`config.mk`:
```
export PLATFORM = sky130hd
export DESIGN_NAME = msd_core
export DESIGN_NICKNAME = d
export VERILOG_FILES = /design/src/hw/msd_pkg.sv /design/src/hw/msd_data_decode.sv /design/src/hw/msd_core.sv
export VERILOG_INCLUDE_DIRS = /design/src /design/src/hw
export SDC_FILE = /design/constraint.sdc
export NUM_CORES = 2
export LEC_CHECK = 0
export BUFFER_PORTS_ARGS = -buffer_cell sky130_fd_sc_hd__buf_2
export CAP_MARGIN = 30
export CORE_ASPECT_RATIO = 1.5
export CORE_MARGIN = 2
export CORE_UTILIZATION = 30
export DETAILED_ROUTE_END_ITERATION = 10
export GPL_TIMING_DRIVEN = 1
export PLACE_DENSITY = 0.55
export RECOVER_POWER = 100
export SYNTH_ARGS = -nofsm -noshare
export SYNTH_HDL_FRONTEND = slang
export SYNTH_HIERARCHICAL = 1
export SYNTH_SLANG_ARGS = --single-unit
```
`constraint.sdc`:
```
create_clock -name ref_clk_i -period 19.45 [get_ports ref_clk_i]
set_input_delay 0 -clock ref_clk_i [delete_from_list [all_inputs] [get_ports ref_clk_i]]
set_output_delay 0 -clock ref_clk_i [all_outputs]
set_load 0.02 [all_outputs]
```
`src/hw/msd_regs.svh`:
```
// Constants for the memory-space decode core: widths, region bounds,
// core I/O locations, flag positions and program-memory sectioning.
// Assumes it is included by the package and nowhere else.
`ifndef MSD_REGS_SVH
`define MSD_REGS_SVH

`define MSD_PW            23
`define MSD_DW            24

// Data-space regions, byte addresses.
`define MSD_IO_DIRECT_END 24'h00_003F
`define MSD_IO_END        24'h00_0FFF
`define MSD_NVM_BASE      24'h00_1000
`define MSD_NVM_END       24'h00_1FFF
`define MSD_SRAM_BASE     24'h00_2000
`define MSD_SRAM_END      24'h00_3FFF

// Core registers reached through the direct I/O instructions.
`define MSD_IO_RAMPX      6'h39
`define MSD_IO_RAMPY      6'h3A
`define MSD_IO_RAMPZ      6'h3B
`define MSD_IO_SREG       6'h3F

// Status flag positions.
`define MSD_FLAG_C        0
`define MSD_FLAG_Z        1
`define MSD_FLAG_N        2
`define MSD_FLAG_V        3
`define MSD_FLAG_S        4
`define MSD_FLAG_H        5

// Lock field: bit 0 blocks writes, bit 1 blocks reads and writes.
`define MSD_LOCK_WP       0
`define MSD_LOCK_RP       1

// Program memory sections, word addresses.
`define MSD_TBL_START     23'h00_7800
`define MSD_BOOT_START    23'h00_8000

// Pointer register indices in the register file.
`define MSD_XL            5'h1A
`define MSD_XH            5'h1B
`define MSD_YL            5'h1C
`define MSD_YH            5'h1D
`define MSD_ZL            5'h1E
`define MSD_ZH            5'h1F

`endif

```
`src/hw/msd_pkg.sv`:
```
// Types, state codes and the flag arithmetic of the memory-space core.
// Assumes msd_regs.svh is on the include path.
`include "msd_regs.svh"
`default_nettype none

package msd_pkg;

    typedef logic [`MSD_PW-1:0] msd_paddr_t;
    typedef logic [`MSD_DW-1:0] msd_daddr_t;
    typedef logic [7:0]         msd_byte_t;
    typedef logic [15:0]        msd_word_t;
    typedef logic [1:0]         msd_lock_t;

    typedef enum logic [3:0] {
        OP_NOP  = 4'h0,
        OP_ADD  = 4'h1,
        OP_SUB  = 4'h2,
        OP_LDI  = 4'h3,
        OP_IN   = 4'h4,
        OP_OUT  = 4'h5,
        OP_LD   = 4'h6,
        OP_ST   = 4'h7,
        OP_LPM  = 4'h8,
        OP_SPM  = 4'h9,
        OP_RJMP = 4'hA
    } msd_op_t;

    typedef enum logic [2:0] {
        ST_RUN      = 3'b000,
        ST_DATA     = 3'b001,
        ST_LPM_WAIT = 3'b010,
        ST_LPM_TAKE = 3'b011,
        ST_SPM_WR   = 3'b100
    } msd_state_t;

    typedef enum logic [1:0] {
        SECT_APP   = 2'b00,
        SECT_TABLE = 2'b01,
        SECT_BOOT  = 2'b10
    } msd_sect_t;

    // Returns {flags[5:0], result[7:0]} for an 8-bit add or subtract.
    function automatic logic [13:0] msd_addsub(input msd_byte_t a,
                                               input msd_byte_t b,
                                               input logic      sub);
        logic [8:0] s;
        logic [4:0] h;
        logic       v;
        logic [5:0] f;
        if (sub) begin
            s = {1'b0, a} - {1'b0, b};
            h = {1'b0, a[3:0]} - {1'b0, b[3:0]};
            v = (a[7] ^ b[7]) & (a[7] ^ s[7]);
        end else begin
            s = {1'b0, a} + {1'b0, b};
            h = {1'b0, a[3:0]} + {1'b0, b[3:0]};
            v = ~(a[7] ^ b[7]) & (a[7] ^ s[7]);
        end
        f[`MSD_FLAG_C] = s[8];
        f[`MSD_FLAG_Z] = (s[7:0] == 8'h00);
        f[`MSD_FLAG_N] = s[7];
        f[`MSD_FLAG_V] = v;
        f[`MSD_FLAG_S] = s[7] ^ v;
        f[`MSD_FLAG_H] = h[4];
        return {f, s[7:0]};
    endfunction

endpackage

`default_nettype wire

```
`src/hw/msd_data_decode.sv`:
```
// Data-space region decoder: one select per byte address, combinational.
// Assumes the caller registers the selects before they leave the block.
`default_nettype none

module msd_data_decode
    import msd_pkg::*;
(
    input  wire msd_pkg::msd_daddr_t addr_i,      // Data byte address.
    output logic                     sel_io_o,    // I/O region.
    output logic                     io_ext_o,    // Extended I/O part.
    output logic                     sel_nvm_o,   // Nonvolatile window.
    output logic                     sel_sram_o,  // Internal SRAM.
    output logic                     sel_ext_o    // External RAM.
);

    always_comb begin
        sel_io_o   = 1'b0;
        sel_nvm_o  = 1'b0;
        sel_sram_o = 1'b0;
        sel_ext_o  = 1'b0;
        if (addr_i <= `MSD_IO_END) begin
            sel_io_o = 1'b1;
        end else if (addr_i <= `MSD_NVM_END) begin
            sel_nvm_o = 1'b1;
        end else if (addr_i <= `MSD_SRAM_END) begin
            sel_sram_o = 1'b1;
        end else begin
            sel_ext_o = 1'b1;
        end
        io_ext_o = sel_io_o && (addr_i > `MSD_IO_DIRECT_END);
    end

endmodule

`default_nettype wire

```
`src/hw/msd_core.sv`:
```
// Memory-space front end of a small 8-bit core: prefetching fetch unit,
// register file, pointers, data-space access and program memory guards.
// Assumes a program memory with one cycle read latency and a data side
// whose read data is valid in the cycle the read strobe is high, all on
// ref_clk_i. Lock inputs come from same-clock nonvolatile logic.
//
// Notes on behaviour
// - Program and data use separate buses, usable in the same cycle.
// - Next instruction is fetched while the current one executes.
// - Thirty-two 8-bit registers, each read and written in one cycle.
// - Three register pairs serve as 16-bit data pointers; only Z also points into program memory.
// - Status flags follow every arithmetic result.
// - All peripheral registers lie in the lowest 4KB of data space.
// - Addresses 0x00..0x3F reachable by I/O and data-space accesses; at 0x39..0x3B and 0x3F I/O reaches core registers instead.
// - 0x0040..0x0FFF only through data-space loads and stores.
// - 0x1000..0x1FFF is the nonvolatile data memory window.
// - SRAM starts at 0x2000; above it lies external RAM.
// - Instructions come only from program memory, never from SRAM.
// - Extension bytes widen pointers to reach 16MB in each space.
// - Multi-byte peripheral accesses happen as one locked burst.
// - Application and boot sections each have write and read locks.
// - Self-programming works only when issued from the boot section.
// - Application table section has its own write and read locks.
// - After reset the first fetch is from program address zero.
`default_nettype none

module msd_core
    import msd_pkg::*;
(
    input  wire logic                ref_clk_i,     // Core clock.
    input  wire logic                rst_i,         // Async reset, high.
    output msd_pkg::msd_paddr_t      pmem_addr_o,   // Program word addr.
    input  wire msd_pkg::msd_word_t  pmem_rdata_i,  // Program read word.
    output logic                     pmem_we_o,     // Program write.
    output msd_pkg::msd_word_t       pmem_wdata_o,  // Program write word.
    output msd_pkg::msd_daddr_t      dmem_addr_o,   // Data byte address.
    output msd_pkg::msd_byte_t       dmem_wdata_o,  // Data write byte.
    input  wire msd_pkg::msd_byte_t  dmem_rdata_i,  // Data read byte.
    output logic                     dmem_re_o,     // Data read strobe.
    output logic                     dmem_we_o,     // Data write strobe.
    output logic                     dmem_lock_o,   // Burst in progress.
    output logic                     sel_io_o,      // I/O region.
    output logic                     sel_ioext_o,   // Extended I/O.
    output logic                     sel_nvm_o,     // NVM window.
    output logic                     sel_sram_o,    // Internal SRAM.
    output logic                     sel_ext_o,     // External RAM.
    input  wire msd_pkg::msd_lock_t  lock_app_i,    // Application locks.
    input  wire msd_pkg::msd_lock_t  lock_tbl_i,    // Table locks.
    input  wire msd_pkg::msd_lock_t  lock_boot_i,   // Boot locks.
    output msd_pkg::msd_byte_t       sreg_o,        // Status flags.
    output logic                     prot_fault_o   // Blocked access.
);

    import msd_pkg::*;

    msd_state_t state_q;
    logic       ivalid_q;
    msd_paddr_t pmem_addr_q;
    msd_paddr_t exec_pc_q;
    msd_paddr_t ret_pc_q;
    logic       pmem_we_q;
    msd_word_t  pmem_wdata_q;
    msd_byte_t  rf_q [32];
    msd_byte_t  sreg_q;
    msd_byte_t  ramp_x_q;
    msd_byte_t  ramp_y_q;
    msd_byte_t  ramp_z_q;
    msd_daddr_t acc_base_q;
    logic [1:0] acc_idx_q;
    logic [1:0] acc_nbm1_q;
    logic [4:0] acc_rd_q;
    logic       acc_load_q;
    msd_daddr_t dmem_addr_q;
    msd_byte_t  dmem_wdata_q;
    logic       dmem_re_q;
    logic       dmem_we_q;
    logic       dmem_lock_q;
    logic       sel_io_q;
    logic       sel_ioext_q;
    logic       sel_nvm_q;
    logic       sel_sram_q;
    logic       sel_ext_q;
    logic       lpm_hi_q;
    logic       lpm_deny_q;
    logic       prot_fault_q;

    msd_word_t  instr;
    msd_op_t    op;
    logic       exec;
    logic [4:0] rd;
    logic [4:0] rr;
    logic [5:0] io_a;
    logic [1:0] nbm1;
    logic       core_io;
    msd_byte_t  core_rd;
    msd_daddr_t ptr_x;
    msd_daddr_t ptr_y;
    msd_daddr_t ptr_z;
    msd_daddr_t ptr_sel;
    msd_paddr_t z_word;
    msd_paddr_t next_pc;
    logic       start_acc;
    logic       acc_load;
    msd_daddr_t acc_base;
    logic       acc_last;
    logic [1:0] idx_nx;
    msd_daddr_t acc_addr_d;
    logic       addr_ld;
    logic [13:0] alu;
    msd_sect_t  sect_exec;
    msd_sect_t  sect_tgt;
    msd_lock_t  lock_tgt;
    logic       lpm_deny;
    logic       spm_ok;
    logic       rf_we;
    logic [4:0] rf_wa;
    msd_byte_t  rf_wd;
    logic       dec_io;
    logic       dec_ioext;
    logic       dec_nvm;
    logic       dec_sram;
    logic       dec_ext;

    function automatic msd_sect_t sect_of(input msd_paddr_t a);
        if (a >= `MSD_BOOT_START) begin
            return SECT_BOOT;
        end
        if (a >= `MSD_TBL_START) begin
            return SECT_TABLE;
        end
        return SECT_APP;
    endfunction

    function automatic logic is_core_io(input logic [5:0] a);
        return (a == `MSD_IO_RAMPX) || (a == `MSD_IO_RAMPY) ||
               (a == `MSD_IO_RAMPZ) || (a == `MSD_IO_SREG);
    endfunction

    assign instr   = pmem_rdata_i;
    assign op      = msd_op_t'(instr[15:12]);
    assign exec    = (state_q == ST_RUN) && ivalid_q;
    assign rd      = instr[4:0];
    assign rr      = instr[9:5];
    assign io_a    = instr[10:5];
    // A count code of three would overrun 24 bits, so it acts as two (three bytes).
    assign nbm1    = (instr[8:7] == 2'b11) ? 2'b10 : instr[8:7];
    assign core_io = is_core_io(io_a);
    assign next_pc = exec_pc_q + 1'b1;

    always_comb begin
        unique case (io_a)
            `MSD_IO_RAMPX: core_rd = ramp_x_q;
            `MSD_IO_RAMPY: core_rd = ramp_y_q;
            `MSD_IO_RAMPZ: core_rd = ramp_z_q;
            default:       core_rd = sreg_q;
        endcase
    end

    assign ptr_x  = {ramp_x_q, rf_q[`MSD_XH], rf_q[`MSD_XL]};
    assign ptr_y  = {ramp_y_q, rf_q[`MSD_YH], rf_q[`MSD_YL]};
    assign ptr_z  = {ramp_z_q, rf_q[`MSD_ZH], rf_q[`MSD_ZL]};
    assign z_word = ptr_z[`MSD_DW-1:1];

    always_comb begin
        unique case (instr[6:5])
            2'b00:   ptr_sel = ptr_x;
            2'b01:   ptr_sel = ptr_y;
            default: ptr_sel = ptr_z;
        endcase
    end

    always_comb begin
        start_acc = 1'b0;
        acc_load  = 1'b0;
        acc_base  = {18'h0_0000, io_a};
        case (op)
            OP_LD: begin
                start_acc = 1'b1;
                acc_load  = 1'b1;
                acc_base  = ptr_sel;
            end
            OP_ST: begin
                start_acc = 1'b1;
                acc_base  = ptr_sel;
            end
            OP_IN: begin
                start_acc = !core_io;
                acc_load  = 1'b1;
            end
            OP_OUT:  start_acc = !core_io;
            default: start_acc = 1'b0;
        endcase
    end

    assign acc_last   = (acc_idx_q == acc_nbm1_q);
    assign idx_nx     = acc_idx_q + 1'b1;
    assign acc_addr_d = (state_q == ST_DATA) ?
                        acc_base_q + {22'h00_0000, idx_nx} : acc_base;
    assign addr_ld    = (exec && start_acc) ||
                        (state_q == ST_DATA && !acc_last);

    msd_data_decode u_decode (
        .addr_i     (acc_addr_d),
        .sel_io_o   (dec_io),
        .io_ext_o   (dec_ioext),
        .sel_nvm_o  (dec_nvm),
        .sel_sram_o (dec_sram),
        .sel_ext_o  (dec_ext)
    );

    assign sect_exec = sect_of(exec_pc_q);
    assign sect_tgt  = sect_of(z_word);
    always_comb begin
        unique case (sect_tgt)
            SECT_BOOT:  lock_tgt = lock_boot_i;
            SECT_TABLE: lock_tgt = lock_tbl_i;
            default:    lock_tgt = lock_app_i;
        endcase
    end
    assign lpm_deny = lock_tgt[`MSD_LOCK_RP] && (sect_tgt != sect_exec);
    assign spm_ok   = (sect_exec == SECT_BOOT) &&
                      !lock_tgt[`MSD_LOCK_WP] && !lock_tgt[`MSD_LOCK_RP];

    always_ff @(posedge ref_clk_i or posedge rst_i) begin
        if (rst_i) begin
            state_q      <= ST_RUN;
            ivalid_q     <= 1'b0;
            pmem_addr_q  <= '0;
            exec_pc_q    <= '0;
            ret_pc_q     <= '0;
            pmem_we_q    <= 1'b0;
            pmem_wdata_q <= '0;
        end else begin
            exec_pc_q <= pmem_addr_q;
            pmem_we_q <= 1'b0;
            unique case (state_q)
                ST_RUN: begin
                    ivalid_q    <= 1'b1;
                    pmem_addr_q <= pmem_addr_q + 1'b1;
                    if (exec) begin
                        ret_pc_q <= next_pc;
                        if (start_acc) begin
                            state_q     <= ST_DATA;
                            ivalid_q    <= 1'b0;
                            pmem_addr_q <= next_pc;
                        end else if (op == OP_LPM) begin
                            state_q     <= ST_LPM_WAIT;
                            ivalid_q    <= 1'b0;
                            pmem_addr_q <= z_word;
                        end else if (op == OP_SPM) begin
                            state_q      <= ST_SPM_WR;
                            ivalid_q     <= 1'b0;
                            pmem_addr_q  <= z_word;
                            pmem_we_q    <= spm_ok;
                            pmem_wdata_q <= {rf_q[1], rf_q[0]};
                        end else if (op == OP_RJMP) begin
                            ivalid_q    <= 1'b0;
                            pmem_addr_q <= next_pc +
                                           {{11{instr[11]}}, instr[11:0]};
                        end
                    end
                end
                ST_DATA: begin
                    if (acc_last) begin
                        state_q <= ST_RUN;
                    end
                end
                ST_LPM_WAIT: state_q <= ST_LPM_TAKE;
                ST_LPM_TAKE: begin
                    state_q     <= ST_RUN;
                    pmem_addr_q <= ret_pc_q;
                end
                ST_SPM_WR: begin
                    state_q     <= ST_RUN;
                    pmem_addr_q <= ret_pc_q;
                end
                default: state_q <= ST_RUN;
            endcase
        end
    end

    always_ff @(posedge ref_clk_i or posedge rst_i) begin
        if (rst_i) begin
            acc_base_q   <= '0;
            acc_idx_q    <= 2'h0;
            acc_nbm1_q   <= 2'h0;
            acc_rd_q     <= 5'h00;
            acc_load_q   <= 1'b0;
            dmem_wdata_q <= 8'h00;
            dmem_re_q    <= 1'b0;
            dmem_we_q    <= 1'b0;
            dmem_lock_q  <= 1'b0;
        end else if (exec && (start_acc || op == OP_LPM)) begin
            acc_base_q   <= acc_base;
            acc_idx_q    <= 2'h0;
            acc_nbm1_q   <= (op == OP_LD || op == OP_ST) ? nbm1 : 2'h0;
            acc_rd_q     <= rd;
            acc_load_q   <= acc_load;
            dmem_wdata_q <= rf_q[rd];
            dmem_re_q    <= start_acc && acc_load;
            dmem_we_q    <= start_acc && !acc_load;
            dmem_lock_q  <= start_acc && (op == OP_LD || op == OP_ST) &&
                            (nbm1 != 2'h0);
        end else if (state_q == ST_DATA) begin
            if (acc_last) begin
                dmem_re_q   <= 1'b0;
                dmem_we_q   <= 1'b0;
                dmem_lock_q <= 1'b0;
            end else begin
                acc_idx_q    <= idx_nx;
                dmem_wdata_q <= rf_q[acc_rd_q + {3'h0, idx_nx}];
            end
        end
    end

    always_ff @(posedge ref_clk_i or posedge rst_i) begin
        if (rst_i) begin
            dmem_addr_q <= '0;
            sel_io_q    <= 1'b1;
            sel_ioext_q <= 1'b0;
            sel_nvm_q   <= 1'b0;
            sel_sram_q  <= 1'b0;
            sel_ext_q   <= 1'b0;
        end else if (addr_ld) begin
            dmem_addr_q <= acc_addr_d;
            sel_io_q    <= dec_io;
            sel_ioext_q <= dec_ioext;
            sel_nvm_q   <= dec_nvm;
            sel_sram_q  <= dec_sram;
            sel_ext_q   <= dec_ext;
        end
    end

    assign alu = msd_addsub(rf_q[rd], rf_q[rr], op == OP_SUB);

    always_comb begin
        rf_we = 1'b0;
        rf_wa = rd;
        rf_wd = alu[7:0];
        if (exec) begin
            case (op)
                OP_ADD, OP_SUB: rf_we = 1'b1;
                OP_LDI: begin
                    rf_we = 1'b1;
                    rf_wa = {1'b1, instr[11:8]};
                    rf_wd = instr[7:0];
                end
                OP_IN: begin
                    rf_we = core_io;
                    rf_wd = core_rd;
                end
                default: rf_we = 1'b0;
            endcase
        end else if (state_q == ST_DATA && acc_load_q) begin
            rf_we = 1'b1;
            rf_wa = acc_rd_q + {3'h0, acc_idx_q};
            rf_wd = dmem_rdata_i;
        end else if (state_q == ST_LPM_TAKE) begin
            rf_we = 1'b1;
            rf_wa = acc_rd_q;
            rf_wd = lpm_deny_q ? 8'h00 :
                    (lpm_hi_q ? instr[15:8] : instr[7:0]);
        end
    end

    always_ff @(posedge ref_clk_i or posedge rst_i) begin
        if (rst_i) begin
            for (int i = 0; i < 32; i++) begin
                rf_q[i] <= 8'h00;
            end
        end else if (rf_we) begin
            rf_q[rf_wa] <= rf_wd;
        end
    end

    always_ff @(posedge ref_clk_i or posedge rst_i) begin
        if (rst_i) begin
            sreg_q   <= 8'h00;
            ramp_x_q <= 8'h00;
            ramp_y_q <= 8'h00;
            ramp_z_q <= 8'h00;
        end else if (exec) begin
            if (op == OP_ADD || op == OP_SUB) begin
                sreg_q[5:0] <= alu[13:8];
            end else if (op == OP_OUT && core_io) begin
                unique case (io_a)
                    `MSD_IO_RAMPX: ramp_x_q <= rf_q[rd];
                    `MSD_IO_RAMPY: ramp_y_q <= rf_q[rd];
                    `MSD_IO_RAMPZ: ramp_z_q <= rf_q[rd];
                    default:       sreg_q   <= rf_q[rd];
                endcase
            end
        end
    end

    always_ff @(posedge ref_clk_i or posedge rst_i) begin
        if (rst_i) begin
            lpm_hi_q     <= 1'b0;
            lpm_deny_q   <= 1'b0;
            prot_fault_q <= 1'b0;
        end else begin
            prot_fault_q <= exec && ((op == OP_LPM && lpm_deny) ||
                                     (op == OP_SPM && !spm_ok));
            if (exec && op == OP_LPM) begin
                lpm_hi_q   <= ptr_z[0];
                lpm_deny_q <= lpm_deny;
            end
        end
    end

    assign pmem_addr_o  = pmem_addr_q;
    assign pmem_we_o    = pmem_we_q;
    assign pmem_wdata_o = pmem_wdata_q;
    assign dmem_addr_o  = dmem_addr_q;
    assign dmem_wdata_o = dmem_wdata_q;
    assign dmem_re_o    = dmem_re_q;
    assign dmem_we_o    = dmem_we_q;
    assign dmem_lock_o  = dmem_lock_q;
    assign sel_io_o     = sel_io_q;
    assign sel_ioext_o  = sel_ioext_q;
    assign sel_nvm_o    = sel_nvm_q;
    assign sel_sram_o   = sel_sram_q;
    assign sel_ext_o    = sel_ext_q;
    assign sreg_o       = sreg_q;
    assign prot_fault_o = prot_fault_q;

endmodule

`default_nettype wire

```
==> flow_summary.json <==
{
  "dr.pass1.iters": 5,
  "worst-setup-path-type": "in2reg",
  "cp-start-kind": "input pin",
  "synth_warnings": 6,
  "antenna_found_initial": 5,
  "yosysMostFrequentCell": "dfrtp_1",
  "synth_seq_area_share": 0.382,
  "synth_enable_flop_cells": 0,
  "drt_iter0_drc": 2126,
  "die_h_um": 390,
  "power_leakage_nw": 14.1,
  "grt_usage": 0.213,
  "status": "complete, but fails checks",
  "register_area_um2": 11400,
  "fin_setup_tns_ps": 0,
  "dr_wl_met2_mm": 53.9,
  "async_reset_ff_frac": 1.00,
  "hold_path_depth": 6,
  "utilization": 0.335,
  "clock_path_buffers": 3,
  "rsz0062_at_grt": "no",
  "cts_num_sinks": 455,
  "syn_to_final_growth_pct": 10.8,
  "total_power_mw": 5.20,
  "crit_required_ps": 19990,
  "yosys-top-cells-count": "454 x dfrtp_1, 295 x mux2_2, 277 x nand2_1",
  "finalWirelength_mm": 109,
  "htreeDepth": 2,
  "fmax_ghz": 0.0918,
  "ant_nets": 0,
  "hold_path_class": "in2reg",
  "wl_met1_mm": 39.1,
  "cts_root_buf": "clkbuf_16",
  "dp_slack_ps": 13430,
  "grt_pass1_vias": 22900,
  "setup_ws_ps": 8560,
  "wl_per_cell_um": 27.7,
  "min_to": "prot_fault_o$_DFF_PP0_",
  "synthDistinctLibCells": 92,
  "cts_resized": 0,
  "drc": 0,
  "critPathCaptureType": "register",
  "critPathBufInv": 3,
  "die_area_um2": 102000,
  "slowest_stage": "o21ai_0",
  "gp_congestion": 0.907,
  "multi_input_area_um2": 17400,
  "synth_nets": 2677,
  "ff2ff_path_depth": 6,
  "synth_area_leaders": "dfrtp_1 38%, mux4_2 17%, mux2_2 11%",
  "path_max_fanout": 44,
  "finalNonFillerCells": 3950,
  "wl_met3_mm": 8.02,
  "pin_count": 121,
  "dp_hpwl_mm": 77.2,
  "violations": "capacitance limit, slew limit",
  "period_minus_slack_ps": 10890,
  "relSlewSlack": -2.45,
  "hold_viol": 0,
  "rows": 141,
  "powerDensity_nw_per_um2": 157,
  "period_share": 0.560,
  "setup_violations": 0,
  "top_layer": "met5",
  "cpLargestDelayFamily": "buffers and inverters",
  "min_from": "lock_app_i[1]",
  "max_stage_delay_ps": 2990,
  "cts_buffers": 47,
  "r2r_end": "rf_q[109]$_DFFE_PP0P_",
  "r2r-start": "state_q[1]$_DFFE_PP0P_",
  "stdcell_area_um2": 33000,
  "netlist_area_um2": 29800,
  "ir_worst_vdd_v": 0.000142,
  "core-area_um2": 98600,
  "dpl_cell_area_um2": 31800,
  "die_width_um": 261,
  "grt_first_pass_wirelength_mm": 160,
  "cp_cell_sequence": "clkbuf_1, clkbuf_1, mux4_2, nor2b_1, a211oi_1, a211oi_1, a21oi_1, inv_1, fa_1, mux2_1, a221oi_1, o21ai_0, mux2_2",
  "ys_ff_latch": 455,
  "critPathArrivalTime_ps": 11430,
  "clock_latency_ps": 640,
  "netlist.area_leader.share": 0.381,
  "synth_cells": 2580,
  "worstMarginPinSlew_ps": 5140,
  "avgSynthCellArea_um2": 11.6,
  "nets": 2725,
  "viasPerCell": 5.83,
  "skew_ps": 31.3,
  "dp_cells": 3854,
  "yosysTopAreaCell": "dfrtp_1",
  "path_clk_slew_ps": 70,
  "ys.flop_type": "dfrtp_1",
  "initial_core_util": 0.302,
  "r2r_slack_ps": 12260,
  "numPortBuffers": 120,
  "drv_slew": 770,
  "cap_violations": 18,
  "grt_max_degree": 148,
  "cts_tree": "done",
  "overflow": 0,
  "nFillCells": 9942,
  "dr_total_vias": 23000,
  "drive_gt1_frac": 0.272,
  "fin_hold_ws_ps": 48.5
}
-- layout by cell type, fill, tap and decap left out, types with 8 or more instances in the layout --
cell             n
or4_1           12
buf_4           28
ha_1            58
a22oi_1         21
a21o_1          15
a31oi_1         22
mux2_2         294
buf_2           30
clkbuf_1       119
nand2_2         17
nand2_1        281
and2_1          10
nand4_1         18
mux4_2         229
o221ai_1         8
xor2_1          48
a211oi_1        26
o41ai_1         13
a22o_1           8
mux2i_1         46
nand3_1         53
a221oi_1        21
mux2_1          16
and3_1          31
inv_1           44
a21oi_1        106
dlygate4sd3_1    8
clkbuf_8         9
nor2_4          15
clkbuf_16       47
nand2b_1        12
o22ai_1         12
nor3_1          27
or3_1           11
nor2_1         127
o21ai_0        135
o31ai_1          8
nor2b_1         33
xnor2_1         44
dfrtp_1        454
-- repair_timing --
action                                 in CTS  in global routing
hold buffers                                8                  0
buffers inserted                            0                  0
endpoints found under the hold margin     120                  0
setup endpoints to repair                   0                  0
-- worst min-delay path: stages --
cell and delay (ps):
buf_2 90, nand3_1 60, a21oi_1 140, a41oi_1 120
nor2_1 150, a21o_1 100
-- area by class of cell --
class | instances | share of cell area
diodes | 2 | 0.000151
clock inverters | 15 | 0.00594
repair buffers | 179 | 0.0285
flip-flops and latches | 455 | 0.345
well taps | 1287 | 0.0487
clock buffers | 67 | 0.0406
inverters | 46 | 0.00526
multi-input cells | 1899 | 0.526
-- worst max path at each step --
| stage | to | depth (start not counted) | startpoint |
|---|---|---|---|
| final | rf_q[121]$_DFFE_PP0P_ | 13 | pmem_rdata_i[5] |
| after global routing | rf_q[57]$_DFFE_PP0P_ | 13 | pmem_rdata_i[5] |
| after CTS | ptr_x[6]$_DFFE_PP0P_ | 19 | pmem_rdata_i[0] |
| after detailed placement | rf_q[150]$_DFFE_PP0P_ | 17 | pmem_rdata_i[5] |
| after global placement | ptr_x[6]$_DFFE_PP0P_ | 17 | pmem_rdata_i[5] |
| after floorplan | acc_base_q[0]$_DFFE_PP0P_ | 1 | rst_i |
-- registers in the layout, indices dropped and copies added, names as in the netlist, 2 cells and up --
signal        flops
acc_base_q       24
acc_idx_q         2
acc_nbm1_q        2
acc_rd_q          5
dmem_addr_o      24
dmem_wdata_o      8
exec_pc_q        23
pmem_addr_o      23
pmem_wdata_o     16
ptr_x            16
ptr_y            16
ptr_z            16
ramp_x_q          8
ramp_y_q          8
ramp_z_q          8
ret_pc_q         23
rf_q            208
sreg_o            8
state_q           3
-- report_power, final --
group          leakage, nW  internal [mW]  switching [mW]  total (mW)
Combinational         7.24           1.09            1.51        2.61
Sequential            6.10           1.25           0.404        1.65
Clock                0.751          0.522           0.417       0.939
Total                 14.1           2.86            2.33        5.20
-- logic make-up after synthesis --
kind of cell / after synthesis / share of synthesized area
AOI/OAI and AO/OA: 461 / 0.0996
xor gates and xnor gates: 95 / 0.0279
adders and majority gates: 66 / 0.0291
buffers and inverters: 226 / 0.0345
DFF: 455 / 0.382
muxes: 593 / 0.312
and+or+nand+nor: 684 / 0.115
-- metal layers --
layer,vias up,global-route usage
met5,-,0
li1,9857,-
met4,2,0.137
met2,1092,0.359
met3,322,0.0484
met1,11700,0.242
No activity file was read; power rests on OpenSTA's default activity.
